<file path="src/rtl/bus_status_pkg.sv">
// shared constants and types for the interrupt message bus status decode
// assumes both ends run on one sys_clk with a synchronous active-low reset
package bus_status_pkg;

    // ------------------------------------------------------------------
    // delivery modes, as carried in the mode field of a message
    // ------------------------------------------------------------------
    typedef enum logic [2:0] {
        DM_FIXED  = 3'h0,
        DM_LOWEST = 3'h1,
        DM_SMI    = 3'h2,
        DM_NMI    = 3'h4,
        DM_INIT   = 3'h5,
        DM_START  = 3'h6,
        DM_EXTERNAL_CONTROLLER_INTERRUPT = 3'h7
    } delivery_mode_t;

    // ------------------------------------------------------------------
    // message cycle numbers and lengths
    // ------------------------------------------------------------------
    localparam logic [5:0] EOI_CS_CYCLE      = 6'h0C; // checksum status, eoi
    localparam logic [5:0] EOI_ACC_CYCLE     = 6'h0D; // acceptance status, eoi
    localparam logic [5:0] EOI_UPDATE_CYCLE  = 6'h0D;
    localparam logic [5:0] EOI_LENGTH        = 6'h0E;
    localparam logic [5:0] SHORT_CS_CYCLE    = 6'h13;
    localparam logic [5:0] SHORT_ACC_CYCLE   = 6'h14;
    localparam logic [5:0] SHORT_UPDATE_CYCLE = 6'h14;
    localparam logic [5:0] SHORT_LENGTH      = 6'h15;
    localparam logic [5:0] LOWEST_WIN_CYCLE  = 6'h21;
    localparam logic [5:0] LOWEST_LENGTH     = 6'h22;

    // ------------------------------------------------------------------
    // status pair codes
    // ------------------------------------------------------------------
    localparam logic [1:0] ST_OK     = 2'h0;
    localparam logic [1:0] ST_FOCUS  = 2'h2;
    localparam logic [1:0] ST_ACCEPT = 2'h2;
    localparam logic [1:0] ST_RETRY  = 2'h3;
    localparam logic [1:0] ST_ERROR  = 2'h3;

endpackage : bus_status_pkg

</file>
<file path="src/rtl/status_bus_if.sv">
// two-line status bus joining the sending end and a receiving controller
// assumes the bench resolves the wired-or lines from the enables
`timescale 1ns/1ps
interface status_bus_if;
    logic [5:0] cycle;         // current message cycle, driven by sender
    logic       active;        // message in progress
    logic       is_eoi;        // message is end-of-interrupt
    logic [2:0] mode;          // delivery mode
    logic [1:0] line_in;       // resolved level of both lines
    logic [1:0] snd_out;       // sender line drive
    logic [1:0] snd_oe;        // sender line enable
    logic [1:0] rcv_out;       // receiver line drive
    logic [1:0] rcv_oe;        // receiver line enable

    modport sender   (output cycle, active, is_eoi, mode, snd_out, snd_oe, input line_in);
    modport receiver (input cycle, active, is_eoi, mode, line_in, output rcv_out, rcv_oe);
endinterface : status_bus_if

</file>
<file path="src/rtl/status_sender.sv">
// sending end: steps message cycles, samples status pairs, decides outcome
// assumes one receiver end and the bench resolving the shared lines
//
// Summary of operation
// status cycles sample two-bit flag pairs
// mode and focus choose pair meaning
// eoi accept updates at 13, 14 cycles
// eoi retry updates at 13, resends
// eoi errors: no update, 14, resend
// short accept updates at 20, 21 cycles
// short retry updates at 20, resends
// short or lowest errors: no update, 21
// lowest no-focus do-lowest runs 34 cycles
// bad win pair still updates, resends
// no-focus end-and-retry updates, 34, resends
// no-focus acceptance upper bit 0 errors
// lowest focus status updates at 20
// checksum mismatch drives 11, ignore message
// focus processor drives 10 at cycle 19
// only winner drives cycle 33; error resends
`timescale 1ns/1ps
module status_sender (
    input  wire logic   sys_clk,    // 50 MHz clock
    input  wire logic   resetn,     // synchronous reset, active low
    input  wire logic   start,      // begin a message, pulse
    input  wire logic   eoi,        // message is end-of-interrupt
    input  wire logic [2:0] mode,   // delivery mode of message
    status_bus_if.sender bus,       // status bus
    output logic        busy,       // message in progress
    output logic        done,       // outcome valid, pulse
    output logic        resend,     // sender must resend
    output logic        arb_update, // arbitration identifier updated, pulse
    output logic [5:0]  msg_length  // final message length
);

    typedef struct packed {
        logic       busy;
        logic       eoi;
        logic [2:0] mode;
        logic [5:0] cycle;
        logic [1:0] cs;
        logic [1:0] acc;
        logic       upd_ok;
        logic       done;
        logic       resend;
        logic       arb_update;
        logic [5:0] length;
    } state_t;

    state_t s_r, s_nxt;
    logic [5:0] cs_cyc, acc_cyc, end_cyc;
    logic       lowest;

    // ------------------------------------------------------------------
    // decode of status pairs
    // ------------------------------------------------------------------
    // cycle numbers follow the message kind; lowest priority may extend
    always_comb begin
        lowest  = !s_r.eoi && (s_r.mode == 3'(bus_status_pkg::DM_LOWEST));
        cs_cyc  = s_r.eoi ? bus_status_pkg::EOI_CS_CYCLE : bus_status_pkg::SHORT_CS_CYCLE;
        acc_cyc = s_r.eoi ? bus_status_pkg::EOI_ACC_CYCLE : bus_status_pkg::SHORT_ACC_CYCLE;
        end_cyc = s_r.eoi ? bus_status_pkg::EOI_LENGTH : bus_status_pkg::SHORT_LENGTH;
        s_nxt            = s_r;
        s_nxt.done       = 1'b0;
        s_nxt.arb_update = 1'b0;
        if (!s_r.busy) begin
            if (start) begin
                s_nxt.busy  = 1'b1;
                s_nxt.eoi   = eoi;
                s_nxt.mode  = mode;
                s_nxt.cycle = 6'h01;
            end
        end else begin
            s_nxt.cycle = s_r.cycle + 6'h01;
            if (s_r.cycle == cs_cyc) begin
                s_nxt.cs = bus.line_in;
            end
            if (s_r.cycle == acc_cyc) begin
                s_nxt.acc = bus.line_in;
                // update decision taken here, pulsed at the update cycle
                if (s_r.cs == bus_status_pkg::ST_OK && bus.line_in[1]) begin
                    s_nxt.arb_update = 1'b1;
                end else if (lowest && s_r.cs == bus_status_pkg::ST_FOCUS) begin
                    s_nxt.arb_update = 1'b1;
                end
            end
            if (s_r.cycle == end_cyc && !(lowest && s_r.cs != bus_status_pkg::ST_ERROR
                    && s_r.cs[1] == s_r.cs[0] || lowest && s_r.cs == bus_status_pkg::ST_FOCUS)) begin
                // eoi, short and lowest messages without an ok or focus checksum end here
                s_nxt.busy   = 1'b0;
                s_nxt.done   = 1'b1;
                s_nxt.length = end_cyc;
                s_nxt.resend = !(s_r.cs == bus_status_pkg::ST_OK
                                 && s_r.acc == bus_status_pkg::ST_ACCEPT);
            end
            if (s_r.cycle == bus_status_pkg::LOWEST_WIN_CYCLE) begin
                s_nxt.upd_ok = (bus.line_in == bus_status_pkg::ST_ACCEPT);
            end
            if (s_r.cycle == bus_status_pkg::LOWEST_LENGTH) begin
                s_nxt.busy   = 1'b0;
                s_nxt.done   = 1'b1;
                s_nxt.length = bus_status_pkg::LOWEST_LENGTH;
                if (s_r.cs == bus_status_pkg::ST_FOCUS) begin
                    s_nxt.resend = 1'b0;
                end else if (s_r.acc == bus_status_pkg::ST_RETRY) begin
                    s_nxt.resend = !s_r.upd_ok;
                end else begin
                    s_nxt.resend = 1'b1;
                end
            end
        end
        if (!resetn) begin
            s_nxt = '0;
        end
    end

    // ------------------------------------------------------------------
    // state register
    // ------------------------------------------------------------------
    always_ff @(posedge sys_clk) begin
        s_r <= s_nxt;
    end

    // sender drives nothing on status cycles; receivers own them
    assign bus.cycle   = s_r.cycle;
    assign bus.active  = s_r.busy;
    assign bus.is_eoi  = s_r.eoi;
    assign bus.mode    = s_r.mode;
    assign bus.snd_out = 2'h0;
    assign bus.snd_oe  = 2'h0;

    assign busy       = s_r.busy;
    assign done       = s_r.done;
    assign resend     = s_r.resend;
    assign arb_update = s_r.arb_update;
    assign msg_length = s_r.length;

endmodule : status_sender

</file>
<file path="src/flat_wrapper.sv">
// flat-port wrapper written by rule: the top's interface ports become plain ports
module status_sender_flat 
  (sys_clk, resetn, start, eoi, mode, busy, done, resend, arb_update, msg_length, bus_cycle, bus_active, bus_is_eoi, bus_mode, bus_snd_out, bus_snd_oe, bus_line_in);
  status_bus_if bus_i ();
  input  wire logic sys_clk;
  input  wire logic resetn;
  input  wire logic start;
  input  wire logic eoi;
  input  wire logic [2:0] mode;
  output logic busy;
  output logic done;
  output logic resend;
  output logic arb_update;
  output logic [5:0] msg_length;
  output wire logic [$bits(bus_i.cycle)-1:0] bus_cycle;
  output wire logic [$bits(bus_i.active)-1:0] bus_active;
  output wire logic [$bits(bus_i.is_eoi)-1:0] bus_is_eoi;
  output wire logic [$bits(bus_i.mode)-1:0] bus_mode;
  output wire logic [$bits(bus_i.snd_out)-1:0] bus_snd_out;
  output wire logic [$bits(bus_i.snd_oe)-1:0] bus_snd_oe;
  input wire logic [$bits(bus_i.line_in)-1:0] bus_line_in;
  assign bus_cycle = bus_i.cycle;
  assign bus_active = bus_i.active;
  assign bus_is_eoi = bus_i.is_eoi;
  assign bus_mode = bus_i.mode;
  assign bus_snd_out = bus_i.snd_out;
  assign bus_snd_oe = bus_i.snd_oe;
  assign bus_i.line_in = bus_line_in;
  status_sender u_core (.sys_clk(sys_clk), .resetn(resetn), .start(start), .eoi(eoi), .mode(mode), .bus(bus_i), .busy(busy), .done(done), .resend(resend), .arb_update(arb_update), .msg_length(msg_length));
endmodule
</file>
<file path="config.mk">
export PLATFORM = sky130hd
export DESIGN_NAME = status_sender_flat
export DESIGN_NICKNAME = d
export VERILOG_FILES = /design/src/rtl/bus_status_pkg.sv /design/src/rtl/status_bus_if.sv /design/src/rtl/status_sender.sv /design/src/flat_wrapper.sv
export SDC_FILE = /design/constraint.sdc
export NUM_CORES = 1
export LEC_CHECK = 0
export BUFFER_PORTS_ARGS = -buffer_cell sky130_fd_sc_hd__clkbuf_2
export CAP_MARGIN = 20
export CORE_ASPECT_RATIO = 2
export CORE_MARGIN = 4
export CORE_UTILIZATION = 29
export DETAILED_ROUTE_END_ITERATION = 16
export GPL_TIMING_DRIVEN = 0
export MAX_ROUTING_LAYER = met4
export PLACE_DENSITY = 0.54
export SLEW_MARGIN = 0
export SYNTH_ARGS = -nofsm -noshare
export SYNTH_HDL_FRONTEND = slang
export SYNTH_SLANG_ARGS = --single-unit
</file>
<file path="constraint.sdc">
create_clock -name sys_clk -period 3.94 [get_ports sys_clk]
set_input_delay 0.394 -clock sys_clk [delete_from_list [all_inputs] [get_ports sys_clk]]
set_output_delay 0.394 -clock sys_clk [all_outputs]
set_load 0.02 [all_outputs]
</file>
==> results of run 1 <==
state kept, by name, indices dropped and copies added, names as in the netlist:
| signal | flops |
|---|---|
| u_core.msg_length | 5 |
| u_core.bus.is_eoi | 1 |
| u_core.arb_update | 1 |
| u_core.done | 1 |
| u_core.s_r | 5 |
| u_core.bus.mode | 3 |
| u_core.bus.active | 1 |
| u_core.resend | 1 |
| u_core.bus.cycle | 6 |
area by class of cell:
class / count / area share [%]
multi-input cells: 98 / 41.5
flip-flops and latches: 24 / 28.7
plain buffers: 28 / 11.4
repair buffers: 28 / 8.38
well taps: 55 / 4.11
clock buffers: 3 / 2.47
clock inverters: 1 / 1.80
inverters: 7 / 1.57
final timing paths:
| kind | slack (ns) | endpoint | from |
|---|---|---|---|
| hold / removal | 0.35 | u_core.bus.mode[2] | mode[2] |
| hold reg to reg | 0.45 | u_core.msg_length[2] | u_core.msg_length[2] |
| setup reg to reg | 2.05 | u_core.msg_length[1] | u_core.bus.cycle[4] |
| setup / recovery | 2.05 | u_core.msg_length[1] | u_core.bus.cycle[4] |
layer usage:
| metal | share of wire (%) | vias up |
|---|---|---|
| li1 | - | 589 |
| met1 | 38 | 552 |
| met2 | 57 | 27 |
| met3 | 4.2 | 2 |
| met4 | 1.3 | 0 |
| met5 | 0 | - |
cells by family after synthesis:
group	count (synthesis)	share of synthesized area (%)
adders and majority gates	6	5.43
muxes	8	5.89
DFF	24	34.8
AOI/OAI and AO/OA	34	16.8
buffers and inverters	35	15.8
other	1	0.271
and+or+nand+nor	45	20.5
xor gates and xnor gates	1	0.634
power groups by stage:
| stage | Combinational (mW) | Sequential, mW | Clock [mW] |
|---|---|---|---|
| detailed placement | 0.0674 | 0.261 | 0 |
| global route | 0.0742 | 0.256 | 0.236 |
| global placement | 0.0668 | 0.261 | 0 |
| floorplan | 0.0472 | 0.260 | 0 |
| CTS | 0.0675 | 0.255 | 0.226 |
| finish | 0.0670 | 0.255 | 0.219 |
layout by cell type, fill, tap and decap left out, drive strengths merged, types with 2 or more instances in the layout:
master | synthesis | final
a211oi | 2 | 2
a21oi | 11 | 11
buf | 25 | 25
clkbuf | 3 | 34
conb | 1 | 4
dfxtp | 24 | 24
ha | 6 | 6
inv | 6 | 6
mux2i | 7 | 7
nand2 | 6 | 6
nand3 | 6 | 6
nand3b | 2 | 2
nor2 | 9 | 9
nor2b | 3 | 3
nor3 | 3 | 3
nor3b | 2 | 2
nor4b | 3 | 3
o21a | 3 | 3
o21ai | 5 | 5
o221a | 2 | 2
o22ai | 2 | 2
o31ai | 2 | 2
or3 | 2 | 2
worst reg2reg max path, stage by stage (launching register included):
cell and delay (ns):
dfxtp_1 0.52, nor3b_4 0.28, a32oi_1 0.21, o31ai_1 0.55, o221a_1 0.28
metrics by stage:
| step | setup slack [ns] | std cells |
|---|---|---|
| finish | 2.05 | 244 |
| global route | 1.92 | 244 |
| CTS | 2.07 | 244 |
| detailed placement | 2.08 | 240 |
| global placement | 2.08 | 240 |
| floorplan | 2.19 | 157 |
==> out/metrics.cfg, run 1 <==
[yosys]
yosysSeqAreaShare_pct = 34.8
syn_avg_cell_area_um2 = 8.97
synth.distinct_cells = 46
ys_ff_latch = 24
synth_area_um2 = 1380
synth_top_area_share_pct = 34.8
postSynthCellCount = 154
synthTopCellsByArea = dfxtp_1 (35%), buf_4 (12%), ha_1 (5.4%)
async_flop_share_pct = 0
synthFlopType = dfxtp_1
synth.cells.most_frequent = dfxtp_1 (24), buf_4 (22), a21oi_1 (11)
synth-warning-count = 0
synth_edf_count = 0
synth_top_area_cell = dfxtp_1
synth_most_common_cell = dfxtp_1

[critical_path]
cp_slowest_cell = o31ai_1
worstSetupStartpointType = register
ff2ff_path_depth = 4
path_cells = nor3b_4, a32oi_1, o31ai_1, o221a_1
path_depth = 4
path_delay_family = compound AO/OA/AOI/OAI gates
path_buf_inv = 0
critPathMaxStageDelay_ns = 0.54
crit_path_end_kind = register
worst_ep_arrival_time_ns = 2.11
cp_max_fo = 10
required_ns = 4.16
critPathKind = reg -> reg

[grt]
antenna_found_initial = 0
met2_usage_pct = 21.9
use_met1_pct = 11.0
grt_max_degree = 15
grt_pass1_vias = 1119
grt_pass1_wl_um = 5290
grt_overflow = 0
met3_usage_pct = 1.35
track_usage_pct = 11.3
gr-max-usage-layer = met2

[detailed_routing]
drtIter0Drc = 14
wl_um = 3200
vias = 1170
firstDrtPassIters = 4
via_per_inst = 4.80
drcViolationCount = 0
ant_nets = 0
wl_per_cell_um = 13.1

[sta]
relSlewSlack_pct = 60.1
finalCritPeriodShare_pct = 47.9
finalMaxSlewViolations = 0
hold_violations = 0
period_needed_ns = 1.89
whs_ns = 0.350
grt_setup_unrepaired = no
fin_skew_ns = 0.00618
fin_setup_tns_ns = 0
setup_viol = 0
worst_pin_slew_ns = 0.590
fmax_ghz = 0.529

[pwr]
switching_power_uw = 130
combPwrFrac_pct = 12.4
clock_power_share_pct = 40.5
p_leak_nw = 0.765
netSwitchingFraction_pct = 24.1
sequentialPowerShare_pct = 47.1
power_uw = 541
peakVddDrop_mv = 0.198
internal_power_uw = 411
power.density_nw_per_um2 = 324

[clocking]
clkTransAtPathRegs_ns = 0.09
clk_latency_ns = 0.27
cts_tree = yes
htreeDepth = 1
cts_made_buffers = 3
cts.path.max_buffers = 2
cts-root-buf = clkbuf_8
cts-resized-gates = 0
post_cts_buffers = 0
cts_hold_buf = 0
clock_sinks = 24

[job]
cap_violations = 0

[layout]
fin_nets = 205
syn_to_final_growth_pct = 21.1
final_cell_area_um2 = 1670
fill_cells = 510
multi_input_area_um2 = 694
post-route-util_pct = 36.4
drive_gt1_share_pct = 34.4
n_antenna_cell = 0
seqCellArea_um2 = 480

[die]
io_pins = 34
start_util_pct = 30.0
die_y_um = 106
dieArea_um2 = 6000
rows = 35
die_x_um = 56.8
core_area_um2 = 4600

[status]
outcome = finished, final reports clean

[placement]
dp_hpwl_um = 2550
placed_cell_area_um2 = 1600
place.gp.congestion = 0.862
io_buffers = 28

[min_path]
min_path_type = in -> reg
whs_path_depth = 3

Note: power is estimated with default switching activity, not from simulation.
==> run 2, diff against run 1 <==
Clock period 3.94 ns to 2 ns, I/O delays scaled along.
==> out/metrics.cfg, run 2 (synthesis gave the netlist of run 1 again) <==
[status]
outcome = finished, final reports clean

[sta]
fmax_ghz = 0.538  ; +1.6%
relSlewSlack_pct = 53.6  ; -6.5 points
period_needed_ns = 1.86  ; -0.0303 ns
finalMaxSlewViolations = 0  ; unchanged
hold_violations = 0  ; unchanged
fin_skew_ns = 0.00860  ; +0.00241 ns
finalCritPeriodShare_pct = 92.9  ; +45 points
setup_viol = 0  ; unchanged
grt_setup_unrepaired = no
whs_ns = 0.151  ; -0.199 ns
worst_pin_slew_ns = 0.686  ; +0.0958 ns
fin_setup_tns_ns = 0  ; unchanged

[clocking]
htreeDepth = 1  ; unchanged
cts_made_buffers = 3  ; unchanged
cts-root-buf = clkbuf_8
cts_hold_buf = 0  ; unchanged
cts_tree = yes
post_cts_buffers = 0  ; unchanged
clkTransAtPathRegs_ns = 0.09  ; about the same
clk_latency_ns = 0.27  ; about the same
clock_sinks = 24  ; unchanged
cts.path.max_buffers = 2  ; unchanged

[critical_path]
worst_ep_arrival_time_ns = 2.03  ; -0.08 ns
cp_max_fo = 10  ; unchanged
path_buf_inv = 1  ; +1
required_ns = 2.18  ; -1.98 ns
crit_path_end_kind = register
cp_slowest_cell = dfxtp_1
ff2ff_path_depth = 5  ; +1
path_delay_family = simple AND/OR/NAND/NOR gates
r2r_setup_slack_ns = 0.14  ; -1.91 ns
path_cells = nor3b_4, a32oi_1, or3_1, buf_2, o221a_1
critPathKind = reg -> reg
critPathMaxStageDelay_ns = 0.53  ; about the same
worstSetupStartpointType = register
r2r-start = u_core.bus.cycle[4]
r2r_end = u_core.msg_length[1]

[layout]
layout_common_cells = clkbuf_2 (28), dfxtp_1 (24), buf_4 (22), a21oi_1 (11), nor2_1 (9)
fin_nets = 205  ; unchanged
post-route-util_pct = 36.5  ; +0.11 points
n_antenna_cell = 0  ; unchanged
drive_gt1_share_pct = 34.9  ; +0.53 points
final_common_cell = clkbuf_2
syn_to_final_growth_pct = 21.5
largest_reg_flops = 6  ; unchanged

[min_path]
min_from = mode[2]
whs_path_depth = 3  ; unchanged
min_to = u_core.bus.mode[2]
min_path_type = in -> reg

[grt]
grt_pass1_wl_um = 5290  ; unchanged
antenna_found_initial = 0  ; unchanged
grt_overflow = 0  ; unchanged
track_usage_pct = 11.3  ; unchanged
grt_pass1_vias = 1119  ; unchanged
grt_max_degree = 15  ; unchanged

[placement]
dp_hpwl_um = 2550  ; unchanged
place.gp.congestion = 0.862  ; unchanged
io_buffers = 28  ; unchanged

[die]
rows = 35  ; unchanged
core_area_um2 = 4600  ; unchanged
io_pins = 34  ; unchanged
start_util_pct = 30.0  ; unchanged
die_y_um = 106  ; unchanged
dieArea_um2 = 6000  ; unchanged
die_x_um = 56.8  ; unchanged

[detailed_routing]
vias = 1166  ; -0.34%
wl_um = 3190  ; -0.13%
firstDrtPassIters = 4  ; unchanged
ant_nets = 0  ; unchanged
wl_per_cell_um = 13.1  ; -0.13%
drtIter0Drc = 16  ; +2
via_per_inst = 4.78  ; -0.34%
drcViolationCount = 0  ; unchanged

[pwr]
clock_power_share_pct = 40.8  ; +0.3 points
sequentialPowerShare_pct = 46.9  ; -0.2 points
peakVddDrop_mv = 0.390  ; +97%
switching_power_uw = 262  ; +100%
power_mw = 1.07  ; +98%
netSwitchingFraction_pct = 24.5  ; +0.40 points
p_leak_nw = 0.767  ; +0.29%
internal_power_uw = 810  ; +97%
combPwrFrac_pct = 12.4  ; about the same
power.density_nw_per_um2 = 639  ; +98%

[job]
cap_violations = 0  ; unchanged

run 2: per-stage QoR:
step	cells	worst slack (ns)	area, um2
2_1_floorplan	157	0.250	1390
3_3_place_gp	240	0.137	1600
3_5_place_dp	240	0.142	1600
4_1_cts	244	0.129	1670
5_1_grt	244	0.0419	1680
6_report	244	0.141	1680
run 2: repair_timing:
action                                 CTS  global route
setup endpoints to repair                0             2
endpoints found under the hold margin    0             0
gates resized for setup                  0             1
run 2: final cells by class:
cell class              count  area, um2
clock buffers               3       41.3
multi-input cells          98        699
well taps                  55       68.8
fillers                   507       2920
inverters                   7       26.3
flip-flops and latches     24        480
plain buffers              28        191
repair buffers             28        140
clock inverters             1       30.0
run 2: worst max-delay path by stage:
| stage | end | slack (ns) | start | cells past startpoint |
|---|---|---|---|---|
| floorplan | u_core.msg_length[1] | 0.25 | u_core.bus.is_eoi | 6 |
| global placement | u_core.msg_length[1] | 0.14 | u_core.bus.cycle[4] | 4 |
| detailed placement | u_core.msg_length[1] | 0.14 | u_core.bus.cycle[4] | 4 |
| CTS | u_core.msg_length[1] | 0.13 | u_core.bus.cycle[4] | 4 |
| global route | u_core.msg_length[1] | 0.04 | u_core.bus.cycle[4] | 5 |
| finish | u_core.msg_length[1] | 0.14 | u_core.bus.cycle[4] | 5 |
run 2: worst reg2reg max path: stages (launching register included):
cell and delay, ns:
dfxtp_1 0.53, nor3b_4 0.28, a32oi_1 0.22, or3_1 0.34, buf_2 0.17, o221a_1 0.24
run 2: per-layer routing:
layer	wire length, um	vias to the layer above	track usage (%)
li1	-	589	-
met1	1210	546	11.0
met2	1800	26	21.9
met3	122	5	1.35
met4	60	0	4.48
met5	0	-	-
run 2: power groups by stage:
stage / clock network (mW) / registers, mW / logic, mW
floorplan: 0 / 0.513 / 0.0929
global placement: 0 / 0.514 / 0.132
detailed placement: 0 / 0.514 / 0.133
CTS: 0.446 / 0.503 / 0.133
global route: 0.464 / 0.505 / 0.147
finish: 0.437 / 0.503 / 0.133
==> run 3, diff against run 2 <==
Settings changed: CORE_UTILIZATION 29 to 40, PLACE_DENSITY 0.54 to 0.68.
==> out/metrics.cfg, run 3 (synthesis gave the netlist of run 1 again) <==
[status]
outcome = finished, final reports clean

[die]
rows = 30  ; -14%
die_y_um = 91.1  ; -14%
io_pins = 34  ; unchanged
die_x_um = 49.6  ; -13%
core_area_um2 = 3380  ; -27%
start_util_pct = 40.9  ; +11 points
dieArea_um2 = 4510  ; -25%

[sta]
fmax_ghz = 0.536  ; -0.45%
grt_setup_unrepaired = no
setup_viol = 0  ; unchanged
finalMaxSlewViolations = 0  ; unchanged
period_needed_ns = 1.87  ; +0.00832 ns
fin_setup_tns_ns = 0  ; unchanged
finalCritPeriodShare_pct = 93.4  ; +0.42 points
hold_violations = 0  ; unchanged
fin_skew_ns = 0.00381  ; -0.00478 ns

[critical_path]
worstSetupStartpointType = register
crit_path_end_kind = register
critPathKind = reg -> reg
worst_ep_arrival_time_ns = 2.04  ; about the same
required_ns = 2.17  ; about the same
cp_max_fo = 10  ; unchanged

[detailed_routing]
wl_per_cell_um = 13.0  ; -0.38%
wl_met3_um = 124  ; +1.6%
wl_met2_um = 1620  ; -10%
maxUsedRoutingLayer = met4
wl_met1_um = 1090  ; -9.5%
drtIter0Drc = 32  ; +16
firstDrtPassIters = 4  ; unchanged
wl_um = 2880  ; -9.8%
vias = 1160  ; -0.51%
via_per_inst = 5.25  ; +9.8%
ant_nets = 0  ; unchanged
drcViolationCount = 0  ; unchanged

[placement]
dp_hpwl_um = 2260  ; -11%
placed_cell_area_um2 = 1570  ; -1.8%
io_buffers = 28  ; unchanged
place.gp.congestion = 0.770  ; -11%

[pwr]
clock_power_share_pct = 40.6  ; -0.2 points
netSwitchingFraction_pct = 24.0  ; -0.49 points
switching_power_uw = 255  ; -2.6%
p_leak_nw = 0.767  ; unchanged
sequentialPowerShare_pct = 47.1  ; +0.2 points
combPwrFrac_pct = 12.3  ; about the same
peakVddDrop_mv = 0.535  ; +37%
internal_power_uw = 810  ; about the same
power.density_nw_per_um2 = 646  ; +1.1%

[grt]
antenna_found_initial = 0  ; unchanged
track_usage_pct = 13.9  ; +2.5 points
grt_max_degree = 15  ; unchanged
grt_overflow = 0  ; unchanged
grt_pass1_vias = 1067  ; -4.6%
grt_pass1_wl_um = 4870  ; -8.0%

[layout]
drive_gt1_share_pct = 34.9  ; unchanged
fin_nets = 205  ; unchanged
syn_to_final_growth_pct = 19.4
fill_cells = 340  ; -33%
n_antenna_cell = 0  ; unchanged
largest_reg_flops = 6  ; unchanged
final_common_cell = clkbuf_2
layout_common_cells = clkbuf_2 (28), dfxtp_1 (24), buf_4 (22), a21oi_1 (11), nor2_1 (9)
final_cell_area_um2 = 1650  ; -1.7%

[clocking]
htreeDepth = 1  ; unchanged
clkTransAtPathRegs_ns = 0.09  ; about the same
cts_made_buffers = 3  ; unchanged
cts_tree = yes
cts_hold_buf = 0  ; unchanged
clk_latency_ns = 0.27  ; about the same
clock_sinks = 24  ; unchanged
cts-root-buf = clkbuf_8
cts.path.max_buffers = 2  ; unchanged

[job]
cap_violations = 0  ; unchanged

[min_path]
min_path_type = in -> reg

==> run 3: cell counts in the layout (fill, tap and decap cells not counted) <==
No cell type changed its count.
==> run 3: power by group through the flow <==
stage,Sequential (mW),Clock (mW),Combinational [mW]
2_1_floorplan,0.513,0,0.0929
4_1_cts,0.502,0.440,0.132
5_1_grt,0.504,0.464,0.146
6_report,0.502,0.432,0.131
3_3_place_gp,0.513,0,0.130
3_5_place_dp,0.513,0,0.131
==> run 3: cell type report <==
| type | instances | area, um2 | share of cell area (%) |
|---|---|---|---|
| Tap cell | 32 | 40.0 | 2.43 |
| Inverter | 7 | 26.3 | 1.59 |
| Multi-Input combinational cell | 98 | 699 | 42.4 |
| Timing Repair Buffer | 28 | 140 | 8.50 |
| Clock inverter | 1 | 30.0 | 1.82 |
| Sequential cell | 24 | 480 | 29.1 |
| Buffer | 28 | 191 | 11.6 |
| Clock buffer | 3 | 41.3 | 2.50 |
==> run 3: final timing paths <==
path / from / end / slack (ns) / cells after the start
setup reg to reg: u_core.bus.cycle[2] / u_core.msg_length[1] / 0.13 / 6
hold reg to reg: u_core.msg_length[2] / u_core.msg_length[2] / 0.44 / 2
setup / recovery: u_core.bus.cycle[2] / u_core.msg_length[1] / 0.13 / 6
hold / removal: mode[1] / u_core.bus.mode[1] / 0.15 / 3
==> run 3: stage by stage <==
| step | total power [mW] | instances | utilization, % | hold slack (ns) | worst slack [ns] |
|---|---|---|---|---|---|
| final | 1.06 | 221 | 48.8 | 0.149 | 0.133 |
| after global routing | 1.11 | 221 | 48.8 | 0.176 | 0.0514 |
| after CTS | 1.07 | 221 | 48.7 | 0.152 | 0.126 |
| after detailed placement | 0.645 | 217 | 46.6 | 0.433 | 0.125 |
| after global placement | 0.643 | 217 | 46.6 | 0.430 | 0.125 |
| after floorplan | 0.606 | 157 | - | 0.344 | 0.250 |
==> run 3: per-layer routing <==
metal / vias up / global-route usage, %
met2: 32 / 26.4
met1: 534 / 13.6
met5: - / -
met3: 4 / 2.13
li1: 590 / -
met4: 0 / 4.85
==> run 3: critical path, stage by stage, from the launching register on <==
cell	delay (ns)
dfxtp_1	0.34
buf_4	0.17
nor4bb_1	0.34
a32oi_1	0.19
or3_1	0.33
buf_2	0.16
o221a_1	0.24
==> run 3: timing repair <==
action | in CTS | in global routing
endpoints found under the setup margin | 0 | 3
setup buffers | 0 | 0
resized for setup | 0 | 1
